==> src/logic/cab_pkg.sv <==
// Shared constants and operation codes for the arithmetic and branch execute unit
package cab_pkg;

    localparam int unsigned DATA_W      = 8;
    localparam int unsigned PC_W        = 16;
    localparam int unsigned REG_NUM     = 32;
    localparam int unsigned REG_AW      = 5;
    localparam int unsigned OFFSET_W    = 12;
    localparam int unsigned STACK_AW    = 4;

    // Register indices with a fixed role
    localparam logic [4:0] PROD_LO_IDX  = 5'h00;
    localparam logic [4:0] PROD_HI_IDX  = 5'h01;
    localparam logic [4:0] PTR_LO_IDX   = 5'h1E;
    localparam logic [4:0] PTR_HI_IDX   = 5'h1F;

    // Reset values
    localparam logic [15:0] PC_RESET    = 16'h0000;
    localparam logic [7:0]  REG_RESET   = 8'h00;
    localparam logic [3:0]  SP_RESET    = 4'h0;

    // Extra cycles beyond the first, per operation class
    localparam logic [1:0] EXTRA_ONE    = 2'h0;
    localparam logic [1:0] EXTRA_MUL    = 2'h1;
    localparam logic [1:0] EXTRA_JUMP   = 2'h1;
    localparam logic [1:0] EXTRA_CALL   = 2'h2;
    localparam logic [1:0] EXTRA_FAR    = 2'h3;
    localparam logic [1:0] EXTRA_SKIP1  = 2'h1;
    localparam logic [1:0] EXTRA_SKIP2  = 2'h2;

    typedef enum logic [4:0] {
        CAB_OP_NONE,
        CAB_OP_OR_CONST,
        CAB_OP_ZERO_MINUS_TEST,
        CAB_OP_PRODUCT_UNSIGNED,
        CAB_OP_PRODUCT_SIGNED,
        CAB_OP_PRODUCT_SIGNED_BY_UNSIGNED,
        CAB_OP_SCALED_PRODUCT_UNSIGNED,
        CAB_OP_SCALED_PRODUCT_SIGNED,
        CAB_OP_SCALED_PRODUCT_MIXED,
        CAB_OP_RELATIVE_JUMP,
        CAB_OP_RELATIVE_SUBROUTINE_JUMP,
        CAB_OP_INDIRECT_SUBROUTINE_JUMP,
        CAB_OP_DIRECT_SUBROUTINE_JUMP,
        CAB_OP_SUBROUTINE_EXIT,
        CAB_OP_INTERRUPT_EXIT,
        CAB_OP_COMPARE_SKIP_EQUAL,
        CAB_OP_COMPARE_WITH_CARRY,
        CAB_OP_COMPARE_IMMEDIATE,
        CAB_OP_SKIP_REG_BIT_CLEAR,
        CAB_OP_SKIP_REG_BIT_SET,
        CAB_OP_SKIP_IO_BIT_CLEAR,
        CAB_OP_SKIP_IO_BIT_SET
    } cab_op_t;

endpackage

==> src/logic/cab_exec.sv <==
// Decode and execute unit for logic, multiply, call, return, compare and skip operations
`timescale 1ns/1ps
`default_nettype none
//////////////////////////////////////////////////////////////////////////////////////////
// Operation
// - OR with constant, flags Z N V, one cycle
// - Test ANDs register with itself, one cycle
// - Multiplies write r1:r0, flags Z C, two cycles
// - Scaled multiplies shift product left one
// - Relative call: PC plus offset plus one, three cycles
// - Indirect call loads PC from Z, three cycles
// - Direct call loads absolute target, four cycles
// - Return pops PC, flags kept, four cycles
// - Interrupt return pops PC, sets enable
// - Compare skip if equal, one to three cycles
// - Compare immediate updates Z N V C H
// - Skip on register bit clear or set
// - Skip on I/O bit clear or set
module cab_exec
    import cab_pkg::*;
(
    input  wire logic                clock,
    input  wire logic                arst_n,
    input  wire logic                clk_en,
    input  wire logic                op_valid,
    output logic                     op_ready,
    input  wire cab_op_t             op_code,
    input  wire logic [REG_AW-1:0]   op_dst,
    input  wire logic [REG_AW-1:0]   op_src,
    input  wire logic [7:0]          op_imm,
    input  wire logic [2:0]          op_bit,
    input  wire logic [OFFSET_W-1:0] op_offset,
    input  wire logic [PC_W-1:0]     op_target,
    input  wire logic                next_two_word,
    input  wire logic                io_bit_value,
    input  wire logic [REG_AW-1:0]   peek_addr,
    output logic      [7:0]          peek_data_r,
    output logic      [PC_W-1:0]     pc_r,
    output logic                     flag_z_r,
    output logic                     flag_n_r,
    output logic                     flag_v_r,
    output logic                     flag_c_r,
    output logic                     flag_h_r,
    output logic                     gie_r
);

    //////////////////////////////////////////////////////////////////////////////////////
    // Decoding helpers

    function automatic logic is_mul(input cab_op_t op);
        is_mul = op inside {CAB_OP_PRODUCT_UNSIGNED, CAB_OP_PRODUCT_SIGNED,
                            CAB_OP_PRODUCT_SIGNED_BY_UNSIGNED, CAB_OP_SCALED_PRODUCT_UNSIGNED,
                            CAB_OP_SCALED_PRODUCT_SIGNED, CAB_OP_SCALED_PRODUCT_MIXED};
    endfunction

    function automatic logic is_skip(input cab_op_t op);
        is_skip = op inside {CAB_OP_COMPARE_SKIP_EQUAL, CAB_OP_SKIP_REG_BIT_CLEAR,
                             CAB_OP_SKIP_REG_BIT_SET, CAB_OP_SKIP_IO_BIT_CLEAR,
                             CAB_OP_SKIP_IO_BIT_SET};
    endfunction

    function automatic logic is_call(input cab_op_t op);
        is_call = op inside {CAB_OP_RELATIVE_SUBROUTINE_JUMP, CAB_OP_INDIRECT_SUBROUTINE_JUMP,
                             CAB_OP_DIRECT_SUBROUTINE_JUMP};
    endfunction

    function automatic logic is_exit(input cab_op_t op);
        is_exit = (op == CAB_OP_SUBROUTINE_EXIT) || (op == CAB_OP_INTERRUPT_EXIT);
    endfunction

    //////////////////////////////////////////////////////////////////////////////////////
    // Declarations

    logic [7:0]          regs [REG_NUM];
    logic [1:0]          cnt_r;
    cab_op_t             op_r;
    logic [STACK_AW-1:0] sp_r;
    logic                acc;
    logic                final_cyc;
    logic                mul_wb;
    logic [7:0]          rd_val;
    logic [7:0]          rr_val;
    logic [7:0]          or_res;
    logic [7:0]          sub_b;
    logic [7:0]          sub_res;
    logic                skip_taken;
    logic [1:0]          extra;
    logic [PC_W-1:0]     rel_tgt;
    logic [PC_W-1:0]     ptr_z;
    logic [PC_W-1:0]     pc_nxt;
    logic [PC_W-1:0]     push_val;
    logic [15:0]         mul_prod;
    logic                mul_carry;
    logic [PC_W-1:0]     pop_data;

    assign op_ready  = (cnt_r == 2'h0);
    assign acc       = clk_en && op_valid && op_ready;
    assign final_cyc = (cnt_r == 2'h1);
    assign mul_wb    = final_cyc && is_mul(op_r);
    assign rd_val    = regs[op_dst];
    assign rr_val    = regs[op_src];
    assign or_res    = rd_val | op_imm;
    assign ptr_z     = {regs[PTR_HI_IDX], regs[PTR_LO_IDX]};
    assign rel_tgt   = pc_r + {{(PC_W-OFFSET_W){op_offset[OFFSET_W-1]}}, op_offset}
                       + 16'h0001;

    // Subtrahend for the compare operations; carry-in only for compare with carry
    assign sub_b   = (op_code == CAB_OP_COMPARE_IMMEDIATE) ? op_imm : rr_val;
    assign sub_res = rd_val - sub_b
                     - {7'h00, (op_code == CAB_OP_COMPARE_WITH_CARRY) & flag_c_r};

    //////////////////////////////////////////////////////////////////////////////////////
    // Skip decision and cycle count

    always_comb
    begin
        case (op_code)
            CAB_OP_COMPARE_SKIP_EQUAL: skip_taken = (rd_val == rr_val);
            CAB_OP_SKIP_REG_BIT_CLEAR: skip_taken = !rr_val[op_bit];
            CAB_OP_SKIP_REG_BIT_SET:   skip_taken = rr_val[op_bit];
            CAB_OP_SKIP_IO_BIT_CLEAR:  skip_taken = !io_bit_value;
            CAB_OP_SKIP_IO_BIT_SET:    skip_taken = io_bit_value;
            default:                   skip_taken = 1'b0;
        endcase
    end

    always_comb
    begin
        if (is_mul(op_code))
            extra = EXTRA_MUL;
        else if (op_code == CAB_OP_RELATIVE_JUMP)
            extra = EXTRA_JUMP;
        else if (op_code == CAB_OP_RELATIVE_SUBROUTINE_JUMP
                 || op_code == CAB_OP_INDIRECT_SUBROUTINE_JUMP)
            extra = EXTRA_CALL;
        else if (op_code == CAB_OP_DIRECT_SUBROUTINE_JUMP || is_exit(op_code))
            extra = EXTRA_FAR;
        else if (is_skip(op_code) && skip_taken)
            extra = next_two_word ? EXTRA_SKIP2 : EXTRA_SKIP1;
        else
            extra = EXTRA_ONE;
    end

    always_comb
    begin
        case (op_code)
            CAB_OP_RELATIVE_JUMP,
            CAB_OP_RELATIVE_SUBROUTINE_JUMP: pc_nxt = rel_tgt;
            CAB_OP_INDIRECT_SUBROUTINE_JUMP: pc_nxt = ptr_z;
            CAB_OP_DIRECT_SUBROUTINE_JUMP:   pc_nxt = op_target;
            CAB_OP_SUBROUTINE_EXIT,
            CAB_OP_INTERRUPT_EXIT:           pc_nxt = pc_r;
            default:                         pc_nxt = pc_r + 16'h0001
                                                      + (skip_taken ? {14'h0000, extra} : 16'h0000);
        endcase
    end

    // A direct call is two words long, so it returns two words on
    assign push_val = (op_code == CAB_OP_DIRECT_SUBROUTINE_JUMP) ? pc_r + 16'h0002
                                                                 : pc_r + 16'h0001;

    //////////////////////////////////////////////////////////////////////////////////////
    // Sequencing

    always_ff @(posedge clock or negedge arst_n)
    begin
        if (!arst_n)
        begin
            cnt_r <= 2'h0;
            op_r  <= CAB_OP_NONE;
        end
        else if (acc)
        begin
            cnt_r <= extra;
            op_r  <= op_code;
        end
        else if (clk_en && !op_ready)
            cnt_r <= cnt_r - 2'h1;
    end

    // Returns take the popped address in their last cycle
    always_ff @(posedge clock or negedge arst_n)
    begin
        if (!arst_n)
            pc_r <= PC_RESET;
        else if (acc)
            pc_r <= pc_nxt;
        else if (clk_en && final_cyc && is_exit(op_r))
            pc_r <= pop_data;
    end

    always_ff @(posedge clock or negedge arst_n)
    begin
        if (!arst_n)
            gie_r <= 1'b0;
        else if (clk_en && final_cyc && op_r == CAB_OP_INTERRUPT_EXIT)
            gie_r <= 1'b1;
    end

    //////////////////////////////////////////////////////////////////////////////////////
    // Return stack

    always_ff @(posedge clock or negedge arst_n)
    begin
        if (!arst_n)
            sp_r <= SP_RESET;
        else if (acc && is_call(op_code))
            sp_r <= sp_r + 4'h1;
        // Pop in the last cycle so the read address still points at the top entry
        else if (clk_en && final_cyc && is_exit(op_r))
            sp_r <= sp_r - 4'h1;
    end

    cab_stack_mem u_stack (
        .clock     (clock),
        .arst_n    (arst_n),
        .clk_en    (clk_en),
        .wr_en     (acc && is_call(op_code)),
        .wr_addr   (sp_r),
        .wr_data   (push_val),
        .rd_addr   (sp_r - 4'h1),
        .rd_data_r (pop_data)
    );

    //////////////////////////////////////////////////////////////////////////////////////
    // Multiplier

    cab_mul u_mul (
        .clock     (clock),
        .arst_n    (arst_n),
        .clk_en    (clk_en),
        .start     (acc && is_mul(op_code)),
        .mul_a     (rd_val),
        .mul_b     (rr_val),
        .a_signed  (op_code inside {CAB_OP_PRODUCT_SIGNED, CAB_OP_PRODUCT_SIGNED_BY_UNSIGNED,
                                    CAB_OP_SCALED_PRODUCT_SIGNED, CAB_OP_SCALED_PRODUCT_MIXED}),
        .b_signed  (op_code inside {CAB_OP_PRODUCT_SIGNED, CAB_OP_SCALED_PRODUCT_SIGNED}),
        .scaled    (op_code inside {CAB_OP_SCALED_PRODUCT_UNSIGNED,
                                    CAB_OP_SCALED_PRODUCT_SIGNED, CAB_OP_SCALED_PRODUCT_MIXED}),
        .product_r (mul_prod),
        .carry_r   (mul_carry)
    );

    //////////////////////////////////////////////////////////////////////////////////////
    // Register file

    generate
        for (genvar i = 0; i < REG_NUM; i++)
        begin : g_reg
            always_ff @(posedge clock or negedge arst_n)
            begin
                if (!arst_n)
                    regs[i] <= REG_RESET;
                else if (clk_en && mul_wb && i == PROD_LO_IDX)
                    regs[i] <= mul_prod[7:0];
                else if (clk_en && mul_wb && i == PROD_HI_IDX)
                    regs[i] <= mul_prod[15:8];
                else if (acc && op_code == CAB_OP_OR_CONST && op_dst == i)
                    regs[i] <= or_res;
            end
        end
    endgenerate

    always_ff @(posedge clock or negedge arst_n)
    begin
        if (!arst_n)
            peek_data_r <= REG_RESET;
        else if (clk_en)
            peek_data_r <= regs[peek_addr];
    end

    //////////////////////////////////////////////////////////////////////////////////////
    // Status flags

    always_ff @(posedge clock or negedge arst_n)
    begin
        if (!arst_n)
        begin
            flag_z_r <= 1'b0;
            flag_n_r <= 1'b0;
            flag_v_r <= 1'b0;
            flag_c_r <= 1'b0;
            flag_h_r <= 1'b0;
        end
        else if (clk_en && mul_wb)
        begin
            flag_z_r <= (mul_prod == 16'h0000);
            flag_c_r <= mul_carry;
        end
        else if (acc && op_code == CAB_OP_OR_CONST)
        begin
            flag_z_r <= (or_res == 8'h00);
            flag_n_r <= or_res[7];
            flag_v_r <= 1'b0;
        end
        else if (acc && op_code == CAB_OP_ZERO_MINUS_TEST)
        begin
            flag_z_r <= ((rd_val & rd_val) == 8'h00);
            flag_n_r <= rd_val[7];
            flag_v_r <= 1'b0;
        end
        else if (acc && (op_code == CAB_OP_COMPARE_IMMEDIATE
                         || op_code == CAB_OP_COMPARE_WITH_CARRY))
        begin
            // Compare with carry keeps Z cleared once any byte differed
            flag_z_r <= (sub_res == 8'h00)
                        && (op_code == CAB_OP_COMPARE_IMMEDIATE || flag_z_r);
            flag_n_r <= sub_res[7];
            flag_v_r <= (rd_val[7] & !sub_b[7] & !sub_res[7])
                        | (!rd_val[7] & sub_b[7] & sub_res[7]);
            flag_c_r <= (!rd_val[7] & sub_b[7]) | (sub_b[7] & sub_res[7])
                        | (sub_res[7] & !rd_val[7]);
            flag_h_r <= (!rd_val[3] & sub_b[3]) | (sub_b[3] & sub_res[3])
                        | (sub_res[3] & !rd_val[3]);
        end
    end
endmodule
`default_nettype wire

==> src/logic/cab_mul.sv <==
// Registered 8x8 multiplier with signed, mixed and scaled forms
`timescale 1ns/1ps
`default_nettype none
module cab_mul
    import cab_pkg::*;
(
    input  wire logic        clock,
    input  wire logic        arst_n,
    input  wire logic        clk_en,
    input  wire logic        start,
    input  wire logic [7:0]  mul_a,
    input  wire logic [7:0]  mul_b,
    input  wire logic        a_signed,
    input  wire logic        b_signed,
    input  wire logic        scaled,
    output logic      [15:0] product_r,
    output logic             carry_r
);

    logic signed [8:0]  a_ext;
    logic signed [8:0]  b_ext;
    logic signed [17:0] raw;

    assign a_ext = {a_signed & mul_a[7], mul_a};
    assign b_ext = {b_signed & mul_b[7], mul_b};
    assign raw   = a_ext * b_ext;

    // Carry reports bit 15 of the unscaled product
    always_ff @(posedge clock or negedge arst_n)
    begin
        if (!arst_n)
        begin
            product_r <= 16'h0000;
            carry_r   <= 1'b0;
        end
        else if (clk_en && start)
        begin
            product_r <= scaled ? {raw[14:0], 1'b0} : raw[15:0];
            carry_r   <= raw[15];
        end
    end

endmodule
`default_nettype wire

==> src/logic/cab_stack_mem.sv <==
// Return address stack storage with registered read data
`timescale 1ns/1ps
`default_nettype none
module cab_stack_mem
    import cab_pkg::*;
(
    input  wire logic                clock,
    input  wire logic                arst_n,
    input  wire logic                clk_en,
    input  wire logic                wr_en,
    input  wire logic [STACK_AW-1:0] wr_addr,
    input  wire logic [PC_W-1:0]     wr_data,
    input  wire logic [STACK_AW-1:0] rd_addr,
    output logic      [PC_W-1:0]     rd_data_r
);

    logic [PC_W-1:0] mem [2**STACK_AW];

    always_ff @(posedge clock)
    begin
        if (clk_en && wr_en)
            mem[wr_addr] <= wr_data;
    end

    always_ff @(posedge clock or negedge arst_n)
    begin
        if (!arst_n)
            rd_data_r <= PC_RESET;
        else if (clk_en)
            rd_data_r <= mem[rd_addr];
    end

endmodule
`default_nettype wire

==> config.mk <==
export PLATFORM = sky130hd
export DESIGN_NAME = cab_exec
export DESIGN_NICKNAME = d
export VERILOG_FILES = /design/src/logic/cab_pkg.sv /design/src/logic/cab_exec.sv /design/src/logic/cab_mul.sv /design/src/logic/cab_stack_mem.sv
export SDC_FILE = /design/constraint.sdc
export NUM_CORES = 1
export LEC_CHECK = 0
export BUFFER_PORTS_ARGS = -buffer_cell sky130_fd_sc_hd__buf_2
export CELL_PAD_IN_SITES_DETAIL_PLACEMENT = 0
export CELL_PAD_IN_SITES_GLOBAL_PLACEMENT = 1
export CORE_UTILIZATION = 44
export DETAILED_ROUTE_END_ITERATION = 7
export PLACE_DENSITY_LB_ADDON = 0.1
export SLEW_MARGIN = 20
export SYNTH_ARGS = -nofsm -noshare
export SYNTH_HDL_FRONTEND = slang
export SYNTH_SLANG_ARGS = --single-unit
==> constraint.sdc <==
create_clock -name clock -period 19.25 [get_ports clock]
set_input_delay 4.8125 -clock clock [delete_from_list [all_inputs] [get_ports clock]]
set_output_delay 4.8125 -clock clock [all_outputs]
set_load 0.01 [all_outputs]
== Word level (Yosys, flattened, before mapping) ==
Memories as Yosys holds them, arrays and structs flattened. A register that Yosys moved wholly into a read port is not among the register bits.
Index checks and enable logic that the tools add are counted.
Cells by class
  bitwise operators: 25
  equal/unequal tests: 65
  muxes and demuxes: 49
  $mul: 1
  $add $sub $neg: 10
  reductions and logical operators: 90
  magnitude comparators: 4
Operator list (number)
  $bmux W8 S5: 3
  $eq A5 B5 Y1 const B: 22
  $eq A5 B4 Y1 const B: 19
  $mux W8: 11
  $mux W16: 4
  $pmux W16 S4: 1
  $eq A5 B3 Y1 const B: 12
  $logic_and A1 B1 Y1: 49
  $add A16 B1 Y16 const B: 2
  $eq A5 B2 Y1 const B: 5
  $logic_not A8 Y1: 3
  $ge A6 B6 Y1 const B: 3
  $mux W2: 9
  $not A5 Y6: 3
  $mux W1: 17
  $add A16 B16 Y16: 1
  $add A16 B2 Y16: 1
  $add A16 B2 Y16 const B: 1
  $logic_not A16 Y1: 1
  $mul A9 B9 Y16: 1
  $reduce_bool A2 Y1: 7
  $and A1 B1 Y1: 12
  $reduce_bool A6 Y1: 2
  $eq A5 B1 Y1 const B: 2
  27 further kinds: 53
Storage, ports and cells
  bits of input ports: 65
  memories kept: 1
  output and inout port bits: 31
  register bits: 314
  RAM bits: 256
Memory list
  u_stack.mem: words 16, width 16, read ports 1, clocked after memory_dff 1, write ports 1, line cab_stack_mem.sv:17  | logic [PC_W-1:0] mem [2**STACK_AW];

== Depth between registers and ports, before layout ==
  depth after elaboration: 18
  gate-level depth with buffers: 32
  depth with buffers taken out: 27

== By module ==
From an unflattened synthesis, not the netlist that was laid out.
Second synthesis, totals
  cells, all modules: 2930
  area total of the unflattened synthesis: 34380.5 um^2
Modules (own cells, without submodules)
  cab_exec: area each 20278.2 um^2, instances 1, cells each 2068
  cab_stack_mem: area each 10446.3 um^2, instances 1, cells each 453
  cab_mul: area each 3656.0 um^2, instances 1, cells each 409

== Least setup slack after synthesis ==
OpenSTA, ideal clock, no wires.
  path type: input to register
  start point: in op_dst[0]
  end point: reg u_mul.product_r[15]
  arrival: 11.409 ns
  setup slack: 7.711 ns
  required time: 19.120 ns
  stages: 26
  setup time: 0.130 ns
  cell sequence: buf_2 > buf_2 > buf_2 > mux4_2 > mux4_2 > mux2_2 > ha_1 > fa_1 > inv_1 > fa_1 > inv_1 > fa_1 > fa_1 > inv_1 > fa_1 > inv_1 > ha_1 > o21ai_0 > a21boi_0 > o21ai_0 > a21boi_0 > o21a_1 > nor2_1 > o21ai_0 > and3_1 > nor3_1
Between the ends
  longest elaborated chain between the ends: 7
RTL lines
  start, declared: line cab_exec.sv:28  | input wire logic [REG_AW-1:0] op_dst,
  $not A5 Y6 (implied by the code) (*): line cab_exec.sv:100  | assign rd_val = regs[op_dst];
  $bmux W8 S5 (*): line cab_exec.sv:100
  $mux W8 (implied by the code) (*) (2 in series): line cab_exec.sv:100
  $and A1 B1 Y1: line cab_mul.sv:24  | assign a_ext = {a_signed & mul_a[7], mul_a};
  $mul A9 B9 Y16 (*): line cab_mul.sv:26  | assign raw = a_ext * b_ext;
  $mux W16 (*): line cab_mul.sv:38  | product_r <= scaled ? {raw[14:0], 1'b0} : raw[15:0];
  end signal, assigned: line cab_mul.sv:38
  end, declared: line cab_mul.sv:16  | output logic [15:0] product_r,
Mark *: on every way between the ends. The rest lies on a longest branch, timed or not. The select of a mux whose other input is x is not followed.
A chain may end at the register's enable or synchronous reset.

== Final worst setup path ==
  start point: in op_dst[0]
  end point: reg u_mul.carry_r
Between the ends
  longest elaborated chain between the ends: 6
RTL lines
  $not A5 Y6 (implied by the code) (*): line cab_exec.sv:100
  $bmux W8 S5 (*): line cab_exec.sv:100
  $mux W8 (implied by the code) (*) (2 in series): line cab_exec.sv:100
  $and A1 B1 Y1: line cab_mul.sv:24
  $mul A9 B9 Y16 (*): line cab_mul.sv:26
  end signal, assigned: line cab_mul.sv:39  | carry_r <= raw[15];
  end, declared: line cab_mul.sv:17  | output logic carry_r
Marks and branches as above.

==> results by group <==
Global routing
  – Antenna violations before repair: 4
  – Vias in the first global route: 24000
  – First-pass GRT wire length: 161 mm
  – Total congestion overflow: 0
  – Aggregate global-route resource usage: 28.1%
  – Largest net degree at the start of global routing: 81

Clock network
  – Hold-fix buffers at CTS: 0
  – Post-CTS Setup Repair Bufs: 0
  – Clk_lat worst skew: 0.63 ns
  – H-tree level count: 3
  – CTS buffer count: 69
  – Clock buffer depth: 3
  – Clock tree root buffer cell: clkbuf_16
  – Clock transition at path regs: 0.06 ns
  – Post_cts resized: 0
  – CTS tree: done
  – Clk sinks: 586

Drt
  – TritonRoute pass-1 iters: 6
  – Drt via density: 6.11
  – Final WL: 108 mm
  – DRC viols: 0
  – 1st-iter DRT viols: 2506
  – Drt wl/cell: 27.3 um
  – Via count: 24200
  – ANT nets after route: 0

Setup path
  – Worst Path Buf+Inv: 6
  – Critical path's largest stage delay: 0.77 ns
  – Crit. End Element: flip-flop
  – Family with the most delay on the worst path: adder cells
  – Data required, critical path: 19.71 ns
  – Worst path slowest cell: buf_4
  – Critical Path AT: 12.88 ns
  – Worst Setup Start Kind: input pin
  – Worst Setup Path Type: in2reg
  – Top cell by count, worst path: fa_1
  – Maximum fanout along the worst path: 43

Yosys
  – Largest family of logic cells by synthesized area: multiplexers
  – Syn. warnings: 0
  – Number of synthesized flops with an enable pin: 256
  – Mapped Cells: 2841
  – Compound-Gate Fraction of Synth Area: 9.39%
  – Post-synthesis sequential area ratio: 46.8%
  – Post-Synth Adder-Cell Area: 6.87%
  – Flops & latches, synth: 586
  – Top FF cell, synth: dfrtp_1
  – Simple-Gate Fraction of Synth Area: 9.87%
  – Top cells by area, synth: dfrtp_1 (24%), edfxtp_1 (23%), mux4_2 (18%)
  – Synth cell types: 81
  – Avg Cell Area, Syn: 12.0 sq um
  – Post-synthesis mux area share: 21.1%
  – Mapped Area: 34100 sq um
  – Leading area contributor after synthesis: dfrtp_1
  – FFs w/ async S/R, synth: 56.3%
  – Syn_nets: 3052
  – Post-Synth XOR/XNOR Area: 1.90%
  – Post-synth top area share: 24.2%

Placement
  – Post-DP HPWL: 74.7 mm
  – Port bufs: 95
  – Routability cong.: 0.891

Floorplanning
  – Starting density of the core: 44.6%
  – Num ports: 96
  – Site Rows: 101
  – Die width: 280 um
  – Core ar.: 76300 sq um
  – Die height: 280 um
  – Die ar.: 78600 sq um

Power
  – Internal: 0.00270 W
  – Clk pwr share: 32.1%
  – Leak Pwr: 15.3 nW
  – Worst vdd ir: 0.0700 mV
  – Net Sw Frac: 33.9%
  – Pwr per Cell Area: 108 nW/um^2
  – Logic pwr share: 28.8%
  – Psw: 0.00139 W
  – Sequential share of power: 39.2%

STA
  – Setup TNS: 0 ns
  – Final hold violations: 0
  – Highest clock rate: 80.5 MHz
  – Final Max Tran Viols: 0
  – Clk_skew: 0.0186 ns
  – RSZ-0062 raised after global routing: no
  – Worst hold slack: 0.480 ns
  – Slew HR: 21.2%
  – Post-route minimum period: 12.42 ns
  – Fin crit share: 64.5%
  – Slew @ Worst Pin: 1.18 ns
  – Final setup fails: 0

Layout
  – Layout cells sized above 1: 21.7%
  – Area delta synth->final: 11.5%
  – Layout Nets: 3089
  – # fillers: 6819

Flow run
  – Max cap viols: 0

Run status
  – Status: finished clean

Hold path
  – Min-Delay Path Class: reg2reg
-- power groups by stage --
stage / registers (W) / clock network [W] / logic [W]
after floorplan: 0.00155 / 0 / 0.000796
after global placement: 0.00162 / 0 / 0.00114
after detailed placement: 0.00162 / 0 / 0.00117
after CTS: 0.00160 / 0.00133 / 0.00118
after global routing: 0.00161 / 0.00138 / 0.00127
final: 0.00160 / 0.00131 / 0.00118
-- state kept, by name, summed over array words and instances, names as in the netlist --
name,cells
u_stack.rd_data_r,16
regs,240
sp_r,4
pc_r,16
op_r,5
u_mul.carry_r,1
flag_h_r,1
gie_r,1
u_stack.mem,256
flag_n_r,1
u_mul.product_r,16
peek_data_r,8
ptr_z,16
cnt_r,2
flag_z_r,1
flag_c_r,1
flag_v_r,1
-- worst reg2reg max path, stage by stage (launching register included) --
cell and delay (ns):
dfrtp_1 0.49, mux4_2 0.50, mux2i_1 0.27, nor3_1 0.13, nor4_4 0.93, inv_1 0.19
ha_1 0.26, fa_1 0.51, inv_1 0.06, fa_1 0.53, inv_1 0.06, fa_1 0.45
fa_1 0.49, inv_1 0.05, fa_1 0.50, inv_1 0.04, ha_1 0.31, o21ai_0 0.12
a21boi_0 0.23, o21ai_0 0.14, a21boi_0 0.28, o21a_1 0.15, nor2_1 0.06, o21ai_0 0.32
xnor2_1 0.16, o21ai_1 0.07
-- final cells by class --
cell class	count	area [sq um]	share of cell area, %
multi-input cells	1908	16900	44.5
flip-flops and latches	586	15900	42.0
clock buffers	90	1880	4.94
well taps	1030	1290	3.39
repair buffers	160	1010	2.66
inverters	153	574	1.51
clock inverters	33	367	0.965
diodes	1	2.50	0.00659
-- worst paths after layout --
| check | endpoint | cells after the start | from | slack (ns) |
|---|---|---|---|---|
| worst max-delay path | u_mul.carry_r | 25 | op_dst[0] | 6.83 |
| worst min-delay path | op_r[4] | 2 | op_r[4] | 0.48 |
| worst max register to register | u_mul.carry_r | 25 | regs[252] | 11.79 |
| worst min register to register | op_r[4] | 2 | op_r[4] | 0.48 |
| max in group asynchronous | regs[220] | 3 | arst_n | 12.93 |
| min in group asynchronous | regs[71] | 1 | arst_n | 4.13 |
-- stage by stage --
stage                     instance area [sq um]  utilization, %  power [W]  setup WS, ns  instances
after global placement                    35700            46.7    0.00276          6.27       3836
after global routing                      38000            49.8    0.00427          6.23       3960
after detailed placement                  35700            46.8    0.00279          6.13       3837
after CTS                                 38000            49.7    0.00410          6.79       3960
after floorplan                           34100               -    0.00234          7.71       2841
final                                     38000            49.8    0.00409          6.83       3961
-- placed cells by master, fill, tap and decap left out, types with 8 or more instances in the layout --
cell         n
a21o_1       8
a21oi_1    166
a221oi_1    13
a22oi_1     16
and2_1      14
and3_1      12
buf_2       89
buf_4       68
clkbuf_1    14
clkbuf_16   69
clkinv_2    11
dfrtp_1    329
edfxtp_1   256
fa_1        67
ha_1        78
inv_1      150
mux2_2      42
mux2i_1     51
mux4_2     274
nand2_1    321
nand2b_1    13
nand3_1     24
nand4_1     14
nor2_1     238
nor2_2      15
nor2b_1     16
nor3_1      28
nor3_2      10
nor4_1      16
o211ai_1    20
o21ai_0    237
o221ai_1     8
o22ai_1     13
xnor2_1     47
xor2_1      23
-- synthesized netlist by cell type (8+ instances only) --
cell type	n
nand2b_1	13
nor4_1	17
a21o_1	8
nand3_1	24
a21oi_1	168
nand2_1	321
o22ai_1	13
a22oi_1	16
edfxtp_1	256
and2_1	14
ha_1	79
o21ai_0	237
inv_1	150
fa_1	67
clkbuf_1	144
mux2i_1	51
dfrtp_1	330
xnor2_1	49
a221oi_1	13
xor2_1	25
buf_1	26
nand4_1	14
and3_1	12
buf_2	19
o211ai_1	20
o221ai_1	8
nor3_1	35
nor2_1	253
mux2_2	42
nor2b_1	16
mux4_2	274
-- cell families (layout without fill, tap and decap cells) --
kind of cell,count (synthesis),count (layout)
simple gates,765,765
flops,586,586
compound gates,552,552
mux,370,370
buf+inv,347,436
fa+ha+maj,147,147
xor+xnor,74,74
other cells,0,1
-- metal layers --
layer | GRT usage, % | vias to the layer above | routed length [um]
met1 | 42.6 | 12500 | 49800
met3 | 4.99 | 161 | 8190
met4 | 8.21 | 6 | 2720
met2 | 41.1 | 1006 | 47600
li1 | - | 10600 | -
met5 | 0 | - | 41
Power figures use the tool's default switching activity.
